`src/rtl/cpu_regs_map.svh`:
```
`ifndef CPU_REGS_MAP_SVH
`define CPU_REGS_MAP_SVH

// ----------------------------------------
// Register offsets on the bus
// ----------------------------------------
`define OFS_ACCUMULATOR     12'h000
`define OFS_INDEX_PAIR      12'h004
`define OFS_STACK_POINTER   12'h008
`define OFS_PROGRAM_COUNTER 12'h00c
`define OFS_CONDITION_FLAGS 12'h010

// ----------------------------------------
// Reset values and fixed flag bits
// ----------------------------------------
`define INDEX_HI_RESET      8'h00
`define STACK_RESET         16'h00ff
`define PROGRAM_RESET       16'h0000
`define FLAGS_RESET         8'h68
`define FLAGS_FIXED_ONES    8'h60
`define STACK_LOW_RESET     8'hff

// ----------------------------------------
// Condition flag bit positions
// ----------------------------------------
`define FLAG_V              7
`define FLAG_H              4
`define FLAG_I              3
`define FLAG_N              2
`define FLAG_Z              1
`define FLAG_C              0

// ----------------------------------------
// Vector addresses and decimal correction
// ----------------------------------------
`define VECTOR_HI_ADDR      16'hfffe
`define VECTOR_LO_ADDR      16'hffff
`define BCD_LO_FIX          8'h06
`define BCD_HI_FIX          8'h60
`define BCD_NIBBLE_MAX      4'h9
`define BCD_BYTE_MAX        8'h99

`endif

```
`src/rtl/cpu_regs_pkg.sv`:
```
package cpu_regs_pkg;

  typedef enum logic [5:0] {
    OP_NOP         = 6'b000000, OP_LOAD_ACC     = 6'b000001, OP_STORE_ACC   = 6'b000010,
    OP_ADD         = 6'b000011, OP_ADD_CARRY    = 6'b000100, OP_SUB         = 6'b000101,
    OP_SUB_CARRY   = 6'b000110, OP_AND         = 6'b000111, OP_OR          = 6'b001000,
    OP_XOR         = 6'b001001, OP_CLEAR        = 6'b001010, OP_INCREMENT   = 6'b001011,
    OP_DECREMENT   = 6'b001100, OP_COMPLEMENT   = 6'b001101, OP_NEGATE      = 6'b001110,
    OP_SHIFT_LEFT  = 6'b001111, OP_SHIFT_RIGHT  = 6'b010000, OP_ROTATE_LEFT = 6'b010001,
    OP_ROTATE_RIGHT = 6'b010010, OP_ACC_TO_INDEX = 6'b010011, OP_INDEX_TO_ACC = 6'b010100,
    OP_DECIMAL_ADJUST = 6'b010101, OP_STACK_ADJUST = 6'b010110,
    OP_STACK_POINTER_RESET = 6'b010111, OP_MASK_CLEAR = 6'b011000,
    OP_MASK_SET    = 6'b011001, OP_FLAGS_LOAD   = 6'b011010, OP_LOAD_PAIR   = 6'b011011,
    OP_JUMP        = 6'b011100, OP_FETCH        = 6'b011101, OP_BRANCH      = 6'b011110,
    OP_INT_SAVED   = 6'b011111, OP_PUSH         = 6'b100000, OP_PULL        = 6'b100001,
    OP_BIT_CARRY   = 6'b100010, OP_LOAD_INDEX   = 6'b100011
  } op_t;

  typedef enum logic [1:0] {
    VEC_HI   = 2'b00,
    VEC_LO   = 2'b01,
    VEC_DONE = 2'b10
  } vector_state_t;

endpackage

```
`src/rtl/cpu_register_set.sv`:
```
// The APB register port and the register offsets were chosen for this implementation.
`timescale 1ns/1ps
`include "cpu_regs_map.svh"

module cpu_register_set (
  // Clock and reset
  input  wire logic               pclk,
  input  wire logic               presetn,
  // APB slave
  input  wire logic               psel,
  input  wire logic               penable,
  input  wire logic               pwrite,
  input  wire logic [11:0]        paddr,
  input  wire logic [31:0]        pwdata,
  output logic      [31:0]        prdata,
  output logic                    pready,
  output logic                    pslverr,
  // Operation port from the sequencer
  input  wire logic               op_valid,
  input  wire cpu_regs_pkg::op_t  op_code,
  input  wire logic               op_on_index,
  input  wire logic [15:0]        op_data,
  // Interrupt recognition
  input  wire logic               insn_boundary,
  input  wire logic               irq_pending,
  output logic                    irq_accept,
  // Reset vector fetch
  output logic                    vector_fetch,
  output logic      [15:0]        vector_addr,
  input  wire logic [7:0]         vector_byte,
  input  wire logic               vector_byte_valid,
  output logic                    run_enable,
  // Register views
  output logic      [7:0]         acc_value,
  output logic      [15:0]        index_value,
  output logic      [15:0]        stack_value,
  output logic      [15:0]        program_value,
  output logic      [7:0]         flags_value,
  // Signed branch conditions
  output logic                    branch_greater_op_true,
  output logic                    branch_greater_equal_op_true,
  output logic                    branch_less_equal_op_true,
  output logic                    branch_less_op_true
);

  logic [7:0]                  acc_q;
  logic [7:0]                  index_hi_q;
  logic [7:0]                  index_lo_q;
  logic [15:0]                 stack_q;
  logic [15:0]                 program_q;
  logic [7:0]                  flags_q;
  logic                        inhibit_q;
  logic [7:0]                  vec_hi_q;
  logic [15:0]                 vec_addr_q;
  logic [31:0]                 prdata_q;
  cpu_regs_pkg::vector_state_t vec_q;

  logic       op_go;
  logic       dest_index;
  logic [7:0] alu_l;
  logic [7:0] alu_result;
  logic       alu_we;
  logic       alu_v;
  logic       alu_h;
  logic       alu_c;
  logic [4:0] alu_upd;
  logic       wr_go;
  logic [2:0] wr_sel;
  logic       rd_setup;
  logic       mask_cleared;

  // ----------------------------------------
  // Helpers
  // ----------------------------------------
  function automatic logic [15:0] sign_extend8(input logic [7:0] b);
    sign_extend8 = {{8{b[7]}}, b};
  endfunction

  // 0 means unmapped, 1..5 select a register
  function automatic logic [2:0] reg_select(input logic [11:0] addr);
    if (addr == `OFS_ACCUMULATOR) begin
      reg_select = 3'h1;
    end else if (addr == `OFS_INDEX_PAIR) begin
      reg_select = 3'h2;
    end else if (addr == `OFS_STACK_POINTER) begin
      reg_select = 3'h3;
    end else if (addr == `OFS_PROGRAM_COUNTER) begin
      reg_select = 3'h4;
    end else if (addr == `OFS_CONDITION_FLAGS) begin
      reg_select = 3'h5;
    end else begin
      reg_select = 3'h0;
    end
  endfunction

  // ----------------------------------------
  // Operation steering
  // ----------------------------------------
  assign op_go      = op_valid && run_enable;
  assign dest_index = (op_code == cpu_regs_pkg::OP_ACC_TO_INDEX) ||
                      (op_code == cpu_regs_pkg::OP_LOAD_INDEX) ||
                      (op_on_index && (op_code != cpu_regs_pkg::OP_INDEX_TO_ACC));
  assign alu_l      = (dest_index && (op_code != cpu_regs_pkg::OP_ACC_TO_INDEX)) ||
                      (op_code == cpu_regs_pkg::OP_INDEX_TO_ACC) ? index_lo_q : acc_q;

  flag_alu u_alu (
    .op        (op_code),
    .opnd_l    (alu_l),
    .opnd_r    (op_data[7:0]),
    .c_in      (flags_q[`FLAG_C]),
    .h_in      (flags_q[`FLAG_H]),
    .result    (alu_result),
    .result_we (alu_we),
    .v_out     (alu_v),
    .h_out     (alu_h),
    .c_out     (alu_c),
    .upd       (alu_upd)
  );

  // ----------------------------------------
  // APB decode
  // ----------------------------------------
  assign wr_sel   = reg_select(paddr);
  assign wr_go    = psel && penable && pwrite && (wr_sel != 3'h0);
  assign rd_setup = psel && !penable;
  assign pready   = 1'b1;
  assign pslverr  = psel && penable && (wr_sel == 3'h0);
  assign prdata   = prdata_q;

  always_ff @(posedge pclk or negedge presetn) begin
    if (!presetn) begin
      prdata_q <= 32'h00000000;
    end else if (rd_setup) begin
      if (wr_sel == 3'h1) begin
        prdata_q <= {24'h000000, acc_q};
      end else if (wr_sel == 3'h2) begin
        prdata_q <= {16'h0000, index_hi_q, index_lo_q};
      end else if (wr_sel == 3'h3) begin
        prdata_q <= {16'h0000, stack_q};
      end else if (wr_sel == 3'h4) begin
        prdata_q <= {16'h0000, program_q};
      end else if (wr_sel == 3'h5) begin
        prdata_q <= {24'h000000, flags_q | `FLAGS_FIXED_ONES};
      end else begin
        prdata_q <= 32'h00000000;
      end
    end
  end

  // ----------------------------------------
  // Accumulator, no reset
  // ----------------------------------------
  always_ff @(posedge pclk) begin
    if (op_go && alu_we && !dest_index) begin
      acc_q <= alu_result;
    end else if (wr_go && (wr_sel == 3'h1)) begin
      acc_q <= pwdata[7:0];
    end
  end

  // ----------------------------------------
  // Index pair
  // ----------------------------------------
  always_ff @(posedge pclk or negedge presetn) begin
    if (!presetn) begin
      index_hi_q <= `INDEX_HI_RESET;
    end else if (op_go && (op_code == cpu_regs_pkg::OP_LOAD_PAIR)) begin
      index_hi_q <= op_data[15:8];
    end else if (wr_go && (wr_sel == 3'h2)) begin
      index_hi_q <= pwdata[15:8];
    end
  end

  always_ff @(posedge pclk) begin
    if (op_go && (op_code == cpu_regs_pkg::OP_LOAD_PAIR)) begin
      index_lo_q <= op_data[7:0];
    end else if (op_go && alu_we && dest_index) begin
      index_lo_q <= alu_result;
    end else if (wr_go && (wr_sel == 3'h2)) begin
      index_lo_q <= pwdata[7:0];
    end
  end

  // ----------------------------------------
  // Stack pointer
  // ----------------------------------------
  always_ff @(posedge pclk or negedge presetn) begin
    if (!presetn) begin
      stack_q <= `STACK_RESET;
    end else if (op_go && (op_code == cpu_regs_pkg::OP_STACK_ADJUST)) begin
      stack_q <= stack_q + sign_extend8(op_data[7:0]);
    end else if (op_go && (op_code == cpu_regs_pkg::OP_STACK_POINTER_RESET)) begin
      stack_q <= {stack_q[15:8], `STACK_LOW_RESET};
    end else if (op_go && (op_code == cpu_regs_pkg::OP_PUSH)) begin
      stack_q <= stack_q - 16'h0001;
    end else if (op_go && (op_code == cpu_regs_pkg::OP_PULL)) begin
      stack_q <= stack_q + 16'h0001;
    end else if (wr_go && (wr_sel == 3'h3)) begin
      stack_q <= pwdata[15:0];
    end
  end

  // ----------------------------------------
  // Reset vector fetch
  // ----------------------------------------
  always_ff @(posedge pclk or negedge presetn) begin
    if (!presetn) begin
      vec_q      <= cpu_regs_pkg::VEC_HI;
      vec_hi_q   <= 8'h00;
      vec_addr_q <= `VECTOR_HI_ADDR;
    end else begin
      case (vec_q)
        cpu_regs_pkg::VEC_HI: begin
          if (vector_byte_valid) begin
            vec_hi_q   <= vector_byte;
            vec_addr_q <= `VECTOR_LO_ADDR;
            vec_q      <= cpu_regs_pkg::VEC_LO;
          end
        end
        cpu_regs_pkg::VEC_LO: begin
          if (vector_byte_valid) begin
            vec_q <= cpu_regs_pkg::VEC_DONE;
          end
        end
        default: begin
          vec_q <= cpu_regs_pkg::VEC_DONE;
        end
      endcase
    end
  end

  assign vector_fetch = (vec_q != cpu_regs_pkg::VEC_DONE);
  assign vector_addr  = vec_addr_q;
  assign run_enable   = (vec_q == cpu_regs_pkg::VEC_DONE);

  // ----------------------------------------
  // Program counter
  // ----------------------------------------
  always_ff @(posedge pclk or negedge presetn) begin
    if (!presetn) begin
      program_q <= `PROGRAM_RESET;
    end else if ((vec_q == cpu_regs_pkg::VEC_LO) && vector_byte_valid) begin
      program_q <= {vec_hi_q, vector_byte};
    end else if (op_go && (op_code == cpu_regs_pkg::OP_FETCH)) begin
      program_q <= program_q + 16'h0001;
    end else if (op_go && (op_code == cpu_regs_pkg::OP_JUMP)) begin
      program_q <= op_data;
    end else if (op_go && (op_code == cpu_regs_pkg::OP_BRANCH)) begin
      program_q <= program_q + sign_extend8(op_data[7:0]);
    end else if (wr_go && (wr_sel == 3'h4)) begin
      program_q <= pwdata[15:0];
    end
  end

  // ----------------------------------------
  // Condition flags
  // ----------------------------------------
  always_ff @(posedge pclk or negedge presetn) begin
    if (!presetn) begin
      flags_q <= `FLAGS_RESET;
    end else if (op_go && (op_code == cpu_regs_pkg::OP_LOAD_PAIR)) begin
      flags_q[`FLAG_V] <= 1'b0;
      flags_q[`FLAG_N] <= op_data[15];
      flags_q[`FLAG_Z] <= (op_data == 16'h0000);
    end else if (op_go && (op_code == cpu_regs_pkg::OP_FLAGS_LOAD)) begin
      flags_q <= op_data[7:0] | `FLAGS_FIXED_ONES;
    end else if (op_go && (op_code == cpu_regs_pkg::OP_MASK_CLEAR)) begin
      flags_q[`FLAG_I] <= 1'b0;
    end else if (op_go && ((op_code == cpu_regs_pkg::OP_MASK_SET) ||
                           (op_code == cpu_regs_pkg::OP_INT_SAVED))) begin
      flags_q[`FLAG_I] <= 1'b1;
    end else if (op_go) begin
      // Untouched bits keep their value
      if (alu_upd[4]) begin
        flags_q[`FLAG_V] <= alu_v;
      end
      if (alu_upd[3]) begin
        flags_q[`FLAG_H] <= alu_h;
      end
      if (alu_upd[2]) begin
        flags_q[`FLAG_N] <= alu_result[7];
      end
      if (alu_upd[1]) begin
        flags_q[`FLAG_Z] <= (alu_result == 8'h00);
      end
      if (alu_upd[0]) begin
        flags_q[`FLAG_C] <= alu_c;
      end
    end else if (wr_go && (wr_sel == 3'h5)) begin
      flags_q <= pwdata[7:0] | `FLAGS_FIXED_ONES;
    end
  end

  // ----------------------------------------
  // Interrupt recognition
  // ----------------------------------------
  assign mask_cleared = op_go && flags_q[`FLAG_I] &&
                        ((op_code == cpu_regs_pkg::OP_MASK_CLEAR) ||
                         ((op_code == cpu_regs_pkg::OP_FLAGS_LOAD) && !op_data[`FLAG_I]));

  // Set wins over the boundary that would clear it
  always_ff @(posedge pclk or negedge presetn) begin
    if (!presetn) begin
      inhibit_q <= 1'b0;
    end else if (mask_cleared) begin
      inhibit_q <= 1'b1;
    end else if (insn_boundary) begin
      inhibit_q <= 1'b0;
    end
  end

  assign irq_accept = insn_boundary && irq_pending && run_enable &&
                      !flags_q[`FLAG_I] && !inhibit_q;

  // ----------------------------------------
  // Views and signed branch tests
  // ----------------------------------------
  assign acc_value     = acc_q;
  assign index_value   = {index_hi_q, index_lo_q};
  assign stack_value   = stack_q;
  assign program_value = program_q;
  assign flags_value   = flags_q | `FLAGS_FIXED_ONES;

  assign branch_greater_equal_op_true = !(flags_q[`FLAG_N] ^ flags_q[`FLAG_V]);
  assign branch_less_op_true          = flags_q[`FLAG_N] ^ flags_q[`FLAG_V];
  assign branch_greater_op_true       = !flags_q[`FLAG_Z] &&
                                        !(flags_q[`FLAG_N] ^ flags_q[`FLAG_V]);
  assign branch_less_equal_op_true    = flags_q[`FLAG_Z] ||
                                        (flags_q[`FLAG_N] ^ flags_q[`FLAG_V]);

endmodule

```
`src/rtl/flag_alu.sv`:
```
`timescale 1ns/1ps
`include "cpu_regs_map.svh"

module flag_alu (
  // Operation
  input  wire cpu_regs_pkg::op_t op,
  input  wire logic [7:0]        opnd_l,
  input  wire logic [7:0]        opnd_r,
  input  wire logic              c_in,
  input  wire logic              h_in,
  // Result
  output logic [7:0]             result,
  output logic                   result_we,
  output logic                   v_out,
  output logic                   h_out,
  output logic                   c_out,
  output logic [4:0]             upd
);

  logic [8:0] wide;
  logic [4:0] nib;
  logic       cin;
  logic       fix_lo;
  logic       fix_hi;

  // ----------------------------------------
  // Result and flags; upd is {v,h,n,z,c}
  // ----------------------------------------
  always_comb begin
    wide      = 9'h000;
    nib       = 5'h00;
    cin       = 1'b0;
    fix_lo    = 1'b0;
    fix_hi    = 1'b0;
    result    = opnd_l;
    result_we = 1'b0;
    v_out     = 1'b0;
    h_out     = h_in;
    c_out     = c_in;
    upd       = 5'b00000;
    case (op)
      cpu_regs_pkg::OP_LOAD_ACC, cpu_regs_pkg::OP_LOAD_INDEX: begin
        result    = opnd_r;
        result_we = 1'b1;
        upd       = 5'b10110;
      end
      cpu_regs_pkg::OP_STORE_ACC: begin
        upd = 5'b10110;
      end
      cpu_regs_pkg::OP_ADD, cpu_regs_pkg::OP_ADD_CARRY: begin
        cin       = (op == cpu_regs_pkg::OP_ADD_CARRY) ? c_in : 1'b0;
        wide      = {1'b0, opnd_l} + {1'b0, opnd_r} + {8'h00, cin};
        nib       = {1'b0, opnd_l[3:0]} + {1'b0, opnd_r[3:0]} + {4'h0, cin};
        result    = wide[7:0];
        result_we = 1'b1;
        h_out     = nib[4];
        c_out     = wide[8];
        v_out     = (opnd_l[7] == opnd_r[7]) && (wide[7] != opnd_l[7]);
        upd       = 5'b11111;
      end
      cpu_regs_pkg::OP_SUB, cpu_regs_pkg::OP_SUB_CARRY: begin
        cin       = (op == cpu_regs_pkg::OP_SUB_CARRY) ? c_in : 1'b0;
        wide      = {1'b0, opnd_l} - {1'b0, opnd_r} - {8'h00, cin};
        result    = wide[7:0];
        result_we = 1'b1;
        c_out     = wide[8];
        v_out     = (opnd_l[7] != opnd_r[7]) && (wide[7] != opnd_l[7]);
        upd       = 5'b10111;
      end
      cpu_regs_pkg::OP_AND, cpu_regs_pkg::OP_OR, cpu_regs_pkg::OP_XOR: begin
        if (op == cpu_regs_pkg::OP_AND) begin
          result = opnd_l & opnd_r;
        end else if (op == cpu_regs_pkg::OP_OR) begin
          result = opnd_l | opnd_r;
        end else begin
          result = opnd_l ^ opnd_r;
        end
        result_we = 1'b1;
        upd       = 5'b10110;
      end
      cpu_regs_pkg::OP_CLEAR: begin
        result    = 8'h00;
        result_we = 1'b1;
        upd       = 5'b10110;
      end
      cpu_regs_pkg::OP_INCREMENT, cpu_regs_pkg::OP_DECREMENT: begin
        result    = (op == cpu_regs_pkg::OP_INCREMENT) ? opnd_l + 8'h01 : opnd_l - 8'h01;
        result_we = 1'b1;
        v_out     = (op == cpu_regs_pkg::OP_INCREMENT) ? (opnd_l == 8'h7f) : (opnd_l == 8'h80);
        upd       = 5'b10110;
      end
      cpu_regs_pkg::OP_COMPLEMENT: begin
        result    = ~opnd_l;
        result_we = 1'b1;
        c_out     = 1'b1;
        upd       = 5'b10111;
      end
      cpu_regs_pkg::OP_NEGATE: begin
        result    = 8'h00 - opnd_l;
        result_we = 1'b1;
        v_out     = (opnd_l == 8'h80);
        c_out     = (opnd_l != 8'h00);
        upd       = 5'b10111;
      end
      cpu_regs_pkg::OP_SHIFT_LEFT, cpu_regs_pkg::OP_ROTATE_LEFT: begin
        result    = {opnd_l[6:0], (op == cpu_regs_pkg::OP_ROTATE_LEFT) & c_in};
        result_we = 1'b1;
        c_out     = opnd_l[7];
        v_out     = opnd_l[6] ^ opnd_l[7];
        upd       = 5'b10111;
      end
      cpu_regs_pkg::OP_SHIFT_RIGHT, cpu_regs_pkg::OP_ROTATE_RIGHT: begin
        result    = {(op == cpu_regs_pkg::OP_ROTATE_RIGHT) & c_in, opnd_l[7:1]};
        result_we = 1'b1;
        c_out     = opnd_l[0];
        v_out     = result[7] ^ opnd_l[0];
        upd       = 5'b10111;
      end
      cpu_regs_pkg::OP_ACC_TO_INDEX, cpu_regs_pkg::OP_INDEX_TO_ACC: begin
        result_we = 1'b1;
      end
      cpu_regs_pkg::OP_DECIMAL_ADJUST: begin
        fix_lo    = h_in || (opnd_l[3:0] > `BCD_NIBBLE_MAX);
        fix_hi    = c_in || (opnd_l > `BCD_BYTE_MAX);
        result    = opnd_l + (fix_lo ? `BCD_LO_FIX : 8'h00) + (fix_hi ? `BCD_HI_FIX : 8'h00);
        result_we = 1'b1;
        c_out     = fix_hi;
        upd       = 5'b00111;
      end
      cpu_regs_pkg::OP_BIT_CARRY: begin
        c_out = opnd_r[0];
        upd   = 5'b00001;
      end
      default: begin
        upd = 5'b00000;
      end
    endcase
  end

endmodule

```
`config.mk`:
```
export PLATFORM = sky130hd
export DESIGN_NAME = cpu_register_set
export DESIGN_NICKNAME = d
export VERILOG_FILES = /design/src/rtl/cpu_regs_pkg.sv /design/src/rtl/cpu_register_set.sv /design/src/rtl/flag_alu.sv
export VERILOG_INCLUDE_DIRS = /design/src /design/src/rtl
export SDC_FILE = /design/constraint.sdc
export NUM_CORES = 1
export LEC_CHECK = 0
export BUFFER_PORTS_ARGS = -buffer_cell sky130_fd_sc_hd__clkbuf_2
export CAP_MARGIN = 40
export CORE_MARGIN = 1.5
export CORE_UTILIZATION = 30
export DETAILED_ROUTE_END_ITERATION = 8
export PLACE_DENSITY = 0.52
export SETUP_SLACK_MARGIN = 0.2
export SYNTH_ARGS = -nofsm -noshare
export SYNTH_HDL_FRONTEND = slang
export SYNTH_SLANG_ARGS = --single-unit
```
`constraint.sdc`:
```
create_clock -name pclk -period 10.7 [get_ports pclk]
set_input_delay 1.07 -clock pclk [delete_from_list [all_inputs] [get_ports pclk]]
set_output_delay 1.07 -clock pclk [all_outputs]
set_load 0.02 [all_outputs]
```
==> flow_metrics.py <==
metrics = {
    "timing": {
        "setup_viol": 0,
        "slew_violations": 0,
        "max_freq_ghz": 0.145,
        "finalSetupTns_ns": 0,
        "rsz0062_at_grt": "no",
        "setup_slack_ns": 3.81,
        "tightest_slew_ns": 0.938,
        "fin_crit_ns": 6.89,
        "fin_skew_ns": 0.0173,
        "relSlewSlack": 0.373,
        "fin_crit_sh": 0.644,
        "hold_slack_ns": 0.478,
        "timing_hold_violations_final": 0,
    },
    "yosys": {
        "synth_top_area_frac": 0.151,
        "ys_top_cells_by_count": "nand2_1 (166), nor2_1 (106), o21ai_0 (101)",
        "synth_compound_area_frac": 0.288,
        "ys.flop_type": "dfrtp_1",
        "synth.distinct_cells": 87,
        "syn-cell-area_um2": 10800,
        "synth_adder_area_share": 0.101,
        "yosys_warnings": 0,
        "synth-async-reset-ratio": 0.822,
        "yosysSeqAreaShare": 0.217,
        "synthesis.instances": 1397,
        "synthMuxAreaShare": 0.0470,
        "avgSynthCellArea_um2": 7.72,
        "synth_most_common_cell": "nand2_1",
        "synth_xor_area_frac": 0.0520,
        "synth_area_leaders": "dfrtp_1 (15%), ha_1 (8.6%), nand2_1 (5.8%)",
        "yosys.area.top_type": "dfrtp_1",
        "ys_ff_latch": 90,
        "synth_top_family_by_area": "compound AO/OA/AOI/OAI gates",
        "synth-simple-area-share": 0.220,
        "synth_edf_count": 16,
    },
    "grt": {
        "grt_pass1_wl_um": 69500,
        "grt_pass1_vias": 11000,
        "grt_start_max_net_pins": 53,
        "grt_overflow": 0,
        "track_usage": 0.250,
        "antenna_found_initial": 1,
    },
    "worst_setup_path": {
        "crit_buf_inv": 3,
        "setup.worst_path.class": "in2reg",
        "crit_family": "simple AND/OR/NAND/NOR gates",
        "cp_slowest_cell": "o32ai_1",
        "reg2reg_depth": 16,
        "crit_arrival_ns": 7.18,
        "cp_data_required_time_ns": 10.99,
        "crit_chain": "clkbuf_2 > nand2_1 > o31a_1 > nor2_2 > mux2_2 > inv_1 > ha_1 > or2_2 > a32oi_1 > or2_2 > ha_1 > inv_1 > fa_1 > nand2_1 > o2111ai_1 > or4_1 > o32ai_1 > nor4b_2 > o2111ai_1 > a21oi_1",
        "critical-path-max-stage-delay_ns": 0.70,
        "path_depth": 20,
        "path_max_fanout": 28,
        "end_kind": "flip-flop",
        "startpoint_type": "primary input",
    },
    "pwr": {
        "peakVddDrop_mv": 0.106,
        "switchingPower_mw": 1.10,
        "finalPower_mw": 2.19,
        "swShare": 0.504,
        "seqPwrFrac": 0.319,
        "power.leakage_nw": 5.17,
        "powerDensity_nw_per_um2": 181,
        "p_clk_frac": 0.151,
        "p_int_mw": 1.09,
        "pwr-share-comb": 0.530,
    },
    "detailed_routing": {
        "num_vias": 11900,
        "final_antenna_net_count": 0,
        "route.detailed.drc": 0,
        "drt_iter0_drc": 1335,
        "firstDrtPassIters": 5,
        "routed_wl_um": 47000,
        "vias_per_cell": 6.07,
        "wire_per_inst_um": 23.9,
    },
    "floorplanning": {
        "die-area_um2": 37100,
        "ioPinCount": 205,
        "dieHeight_um": 193,
        "fp-row-count": 69,
        "initial_core_util": 0.304,
        "die_w_um": 193,
        "core_um2": 35500,
    },
    "finish": {
        "nets": 1668,
        "final_area_um2": 12100,
        "antenna-diode-count": 0,
        "fin_util": 0.342,
        "syn2layout_area_growth_pct": 12.6,
        "stdcell_count": 1968,
        "multiInputGateArea_um2": 7770,
        "drive_above_1_share": 0.169,
        "ff_latch_area_um2": 2340,
        "fillerInstances": 3837,
    },
    "clock_network": {
        "clock-sinks": 90,
        "clk_path_buf_depth": 2,
        "htreeDepth": 3,
        "cts_hold_buf": 0,
        "cts_tree": "built",
        "ctsResizeCount": 0,
        "cts_root_buf": "clkbuf_16",
        "clk_latency_ns": 0.37,
        "post_cts_buffers": 0,
        "clk_pin_slew_ns": 0.07,
        "cts_buffers": 9,
    },
    "place": {
        "io_buffers": 154,
        "place_inst": 1952,
        "post-place-ws_ns": 3.53,
        "dpl_cell_area_um2": 11900,
        "dp_hpwl_um": 35600,
        "gp_congestion": 0.983,
    },
    "hold_path": {
        "hold_class": "in2async",
    },
    "job": {
        "max_cap_violations": 0,
    },
    "outcome": {
        "status": "finished clean",
    },
}
## path summary, 6_finish.rpt
check | start | to | slack (ns)
worst min register to register | prdata[2] | prdata[2] | 0.48
min in group pclk | prdata[2] | prdata[2] | 0.48
worst max register to register | acc_value[0] | flags_q[1] | 5.72
max in group asynchronous | presetn | stack_value[0] | 9.34
worst min-delay path | presetn | prdata[7] | 0.48
worst max-delay path | op_code[0] | flags_q[1] | 3.81
## cells by family (layout without fill, tap and decap cells)
group / count (synthesis) / count (layout)
and+or+nand+nor: 493 / 493
AOI/OAI and AO/OA: 454 / 454
buffers and inverters: 166 / 244
DFF: 90 / 90
adders and majority gates: 82 / 82
xor gates and xnor gates: 64 / 64
muxes: 46 / 46
other: 2 / 34
## flip-flops by register name (all words and copies together) (netlist names)
| register | count |
|---|---|
| program_value | 16 |
| stack_value | 16 |
| flags_q | 6 |
| acc_value | 8 |
| index_lo_q | 8 |
| vector_addr | 1 |
| vec_q | 2 |
| inhibit_q | 1 |
| vec_hi_q | 8 |
| prdata | 16 |
| index_hi_q | 8 |
## cell type report
cell class                 count  share of cell area
multi-input combinational   1173               0.640
inverter                      53              0.0164
clock buffer                  10              0.0197
timing repair buffer         175              0.0787
tap                          461              0.0475
clock inverter                 6             0.00464
sequential                    90               0.193
## metal layers
metal | global-route usage | vias to the layer above | wire length [um] | share of wire
met1 | 0.346 | 5858 | 20800 | 0.44
met3 | 0.0389 | 97 | 3460 | 0.073
li1 | - | 5397 | - | -
met5 | 0 | - | 0 | 0
met2 | 0.392 | 587 | 21100 | 0.45
met4 | 0.0871 | 0 | 1660 | 0.035
## cells in the final DEF (no fill, tap or decap), types with 10 or more instances in the layout
cell type / count
a222oi_1: 12
a211oi_1: 12
mux2i_1: 18
mux2_2: 27
nand2_1: 166
buf_4: 19
xor2_1: 30
inv_1: 52
xnor2_1: 34
or2_2: 10
a21oi_1: 84
o22ai_1: 17
nor2b_1: 16
o31ai_1: 13
nand3_1: 43
or3_1: 10
nor2_1: 105
nor4_1: 10
o21ai_0: 101
a221oi_1: 14
edfxtp_1: 16
nor3_1: 41
o211ai_1: 32
a22oi_1: 20
a31oi_1: 21
a22o_1: 10
dfrtp_1: 65
clkbuf_2: 153
nand4_1: 14
and3_1: 22
ha_1: 74
o221ai_1: 10
nand2b_1: 11
conb_1: 34
a21o_1: 17
## power groups by stage
stage / Clock [mW] / Combinational, mW / Sequential, mW
finish: 0.330 / 1.16 / 0.700
global route: 0.347 / 1.28 / 0.711
CTS: 0.335 / 1.15 / 0.693
detailed placement: 0 / 1.14 / 0.699
global placement: 0 / 1.12 / 0.700
floorplan: 0 / 0.784 / 0.652
## worst reg2reg max path, cell delays in order (launching register included)
cell and delay, ns:
edfxtp_1 0.59, mux2i_4 0.40, inv_1 0.27, ha_1 0.29, or2_2 0.29, a32oi_1 0.23
or2_2 0.18, ha_1 0.19, inv_1 0.06, fa_1 0.42, nand2_1 0.09, o2111ai_1 0.10
or4_1 0.51, o32ai_1 0.70, nor4b_2 0.31, o2111ai_1 0.15, a21oi_1 0.15
(Power assumes the default switching activity.)
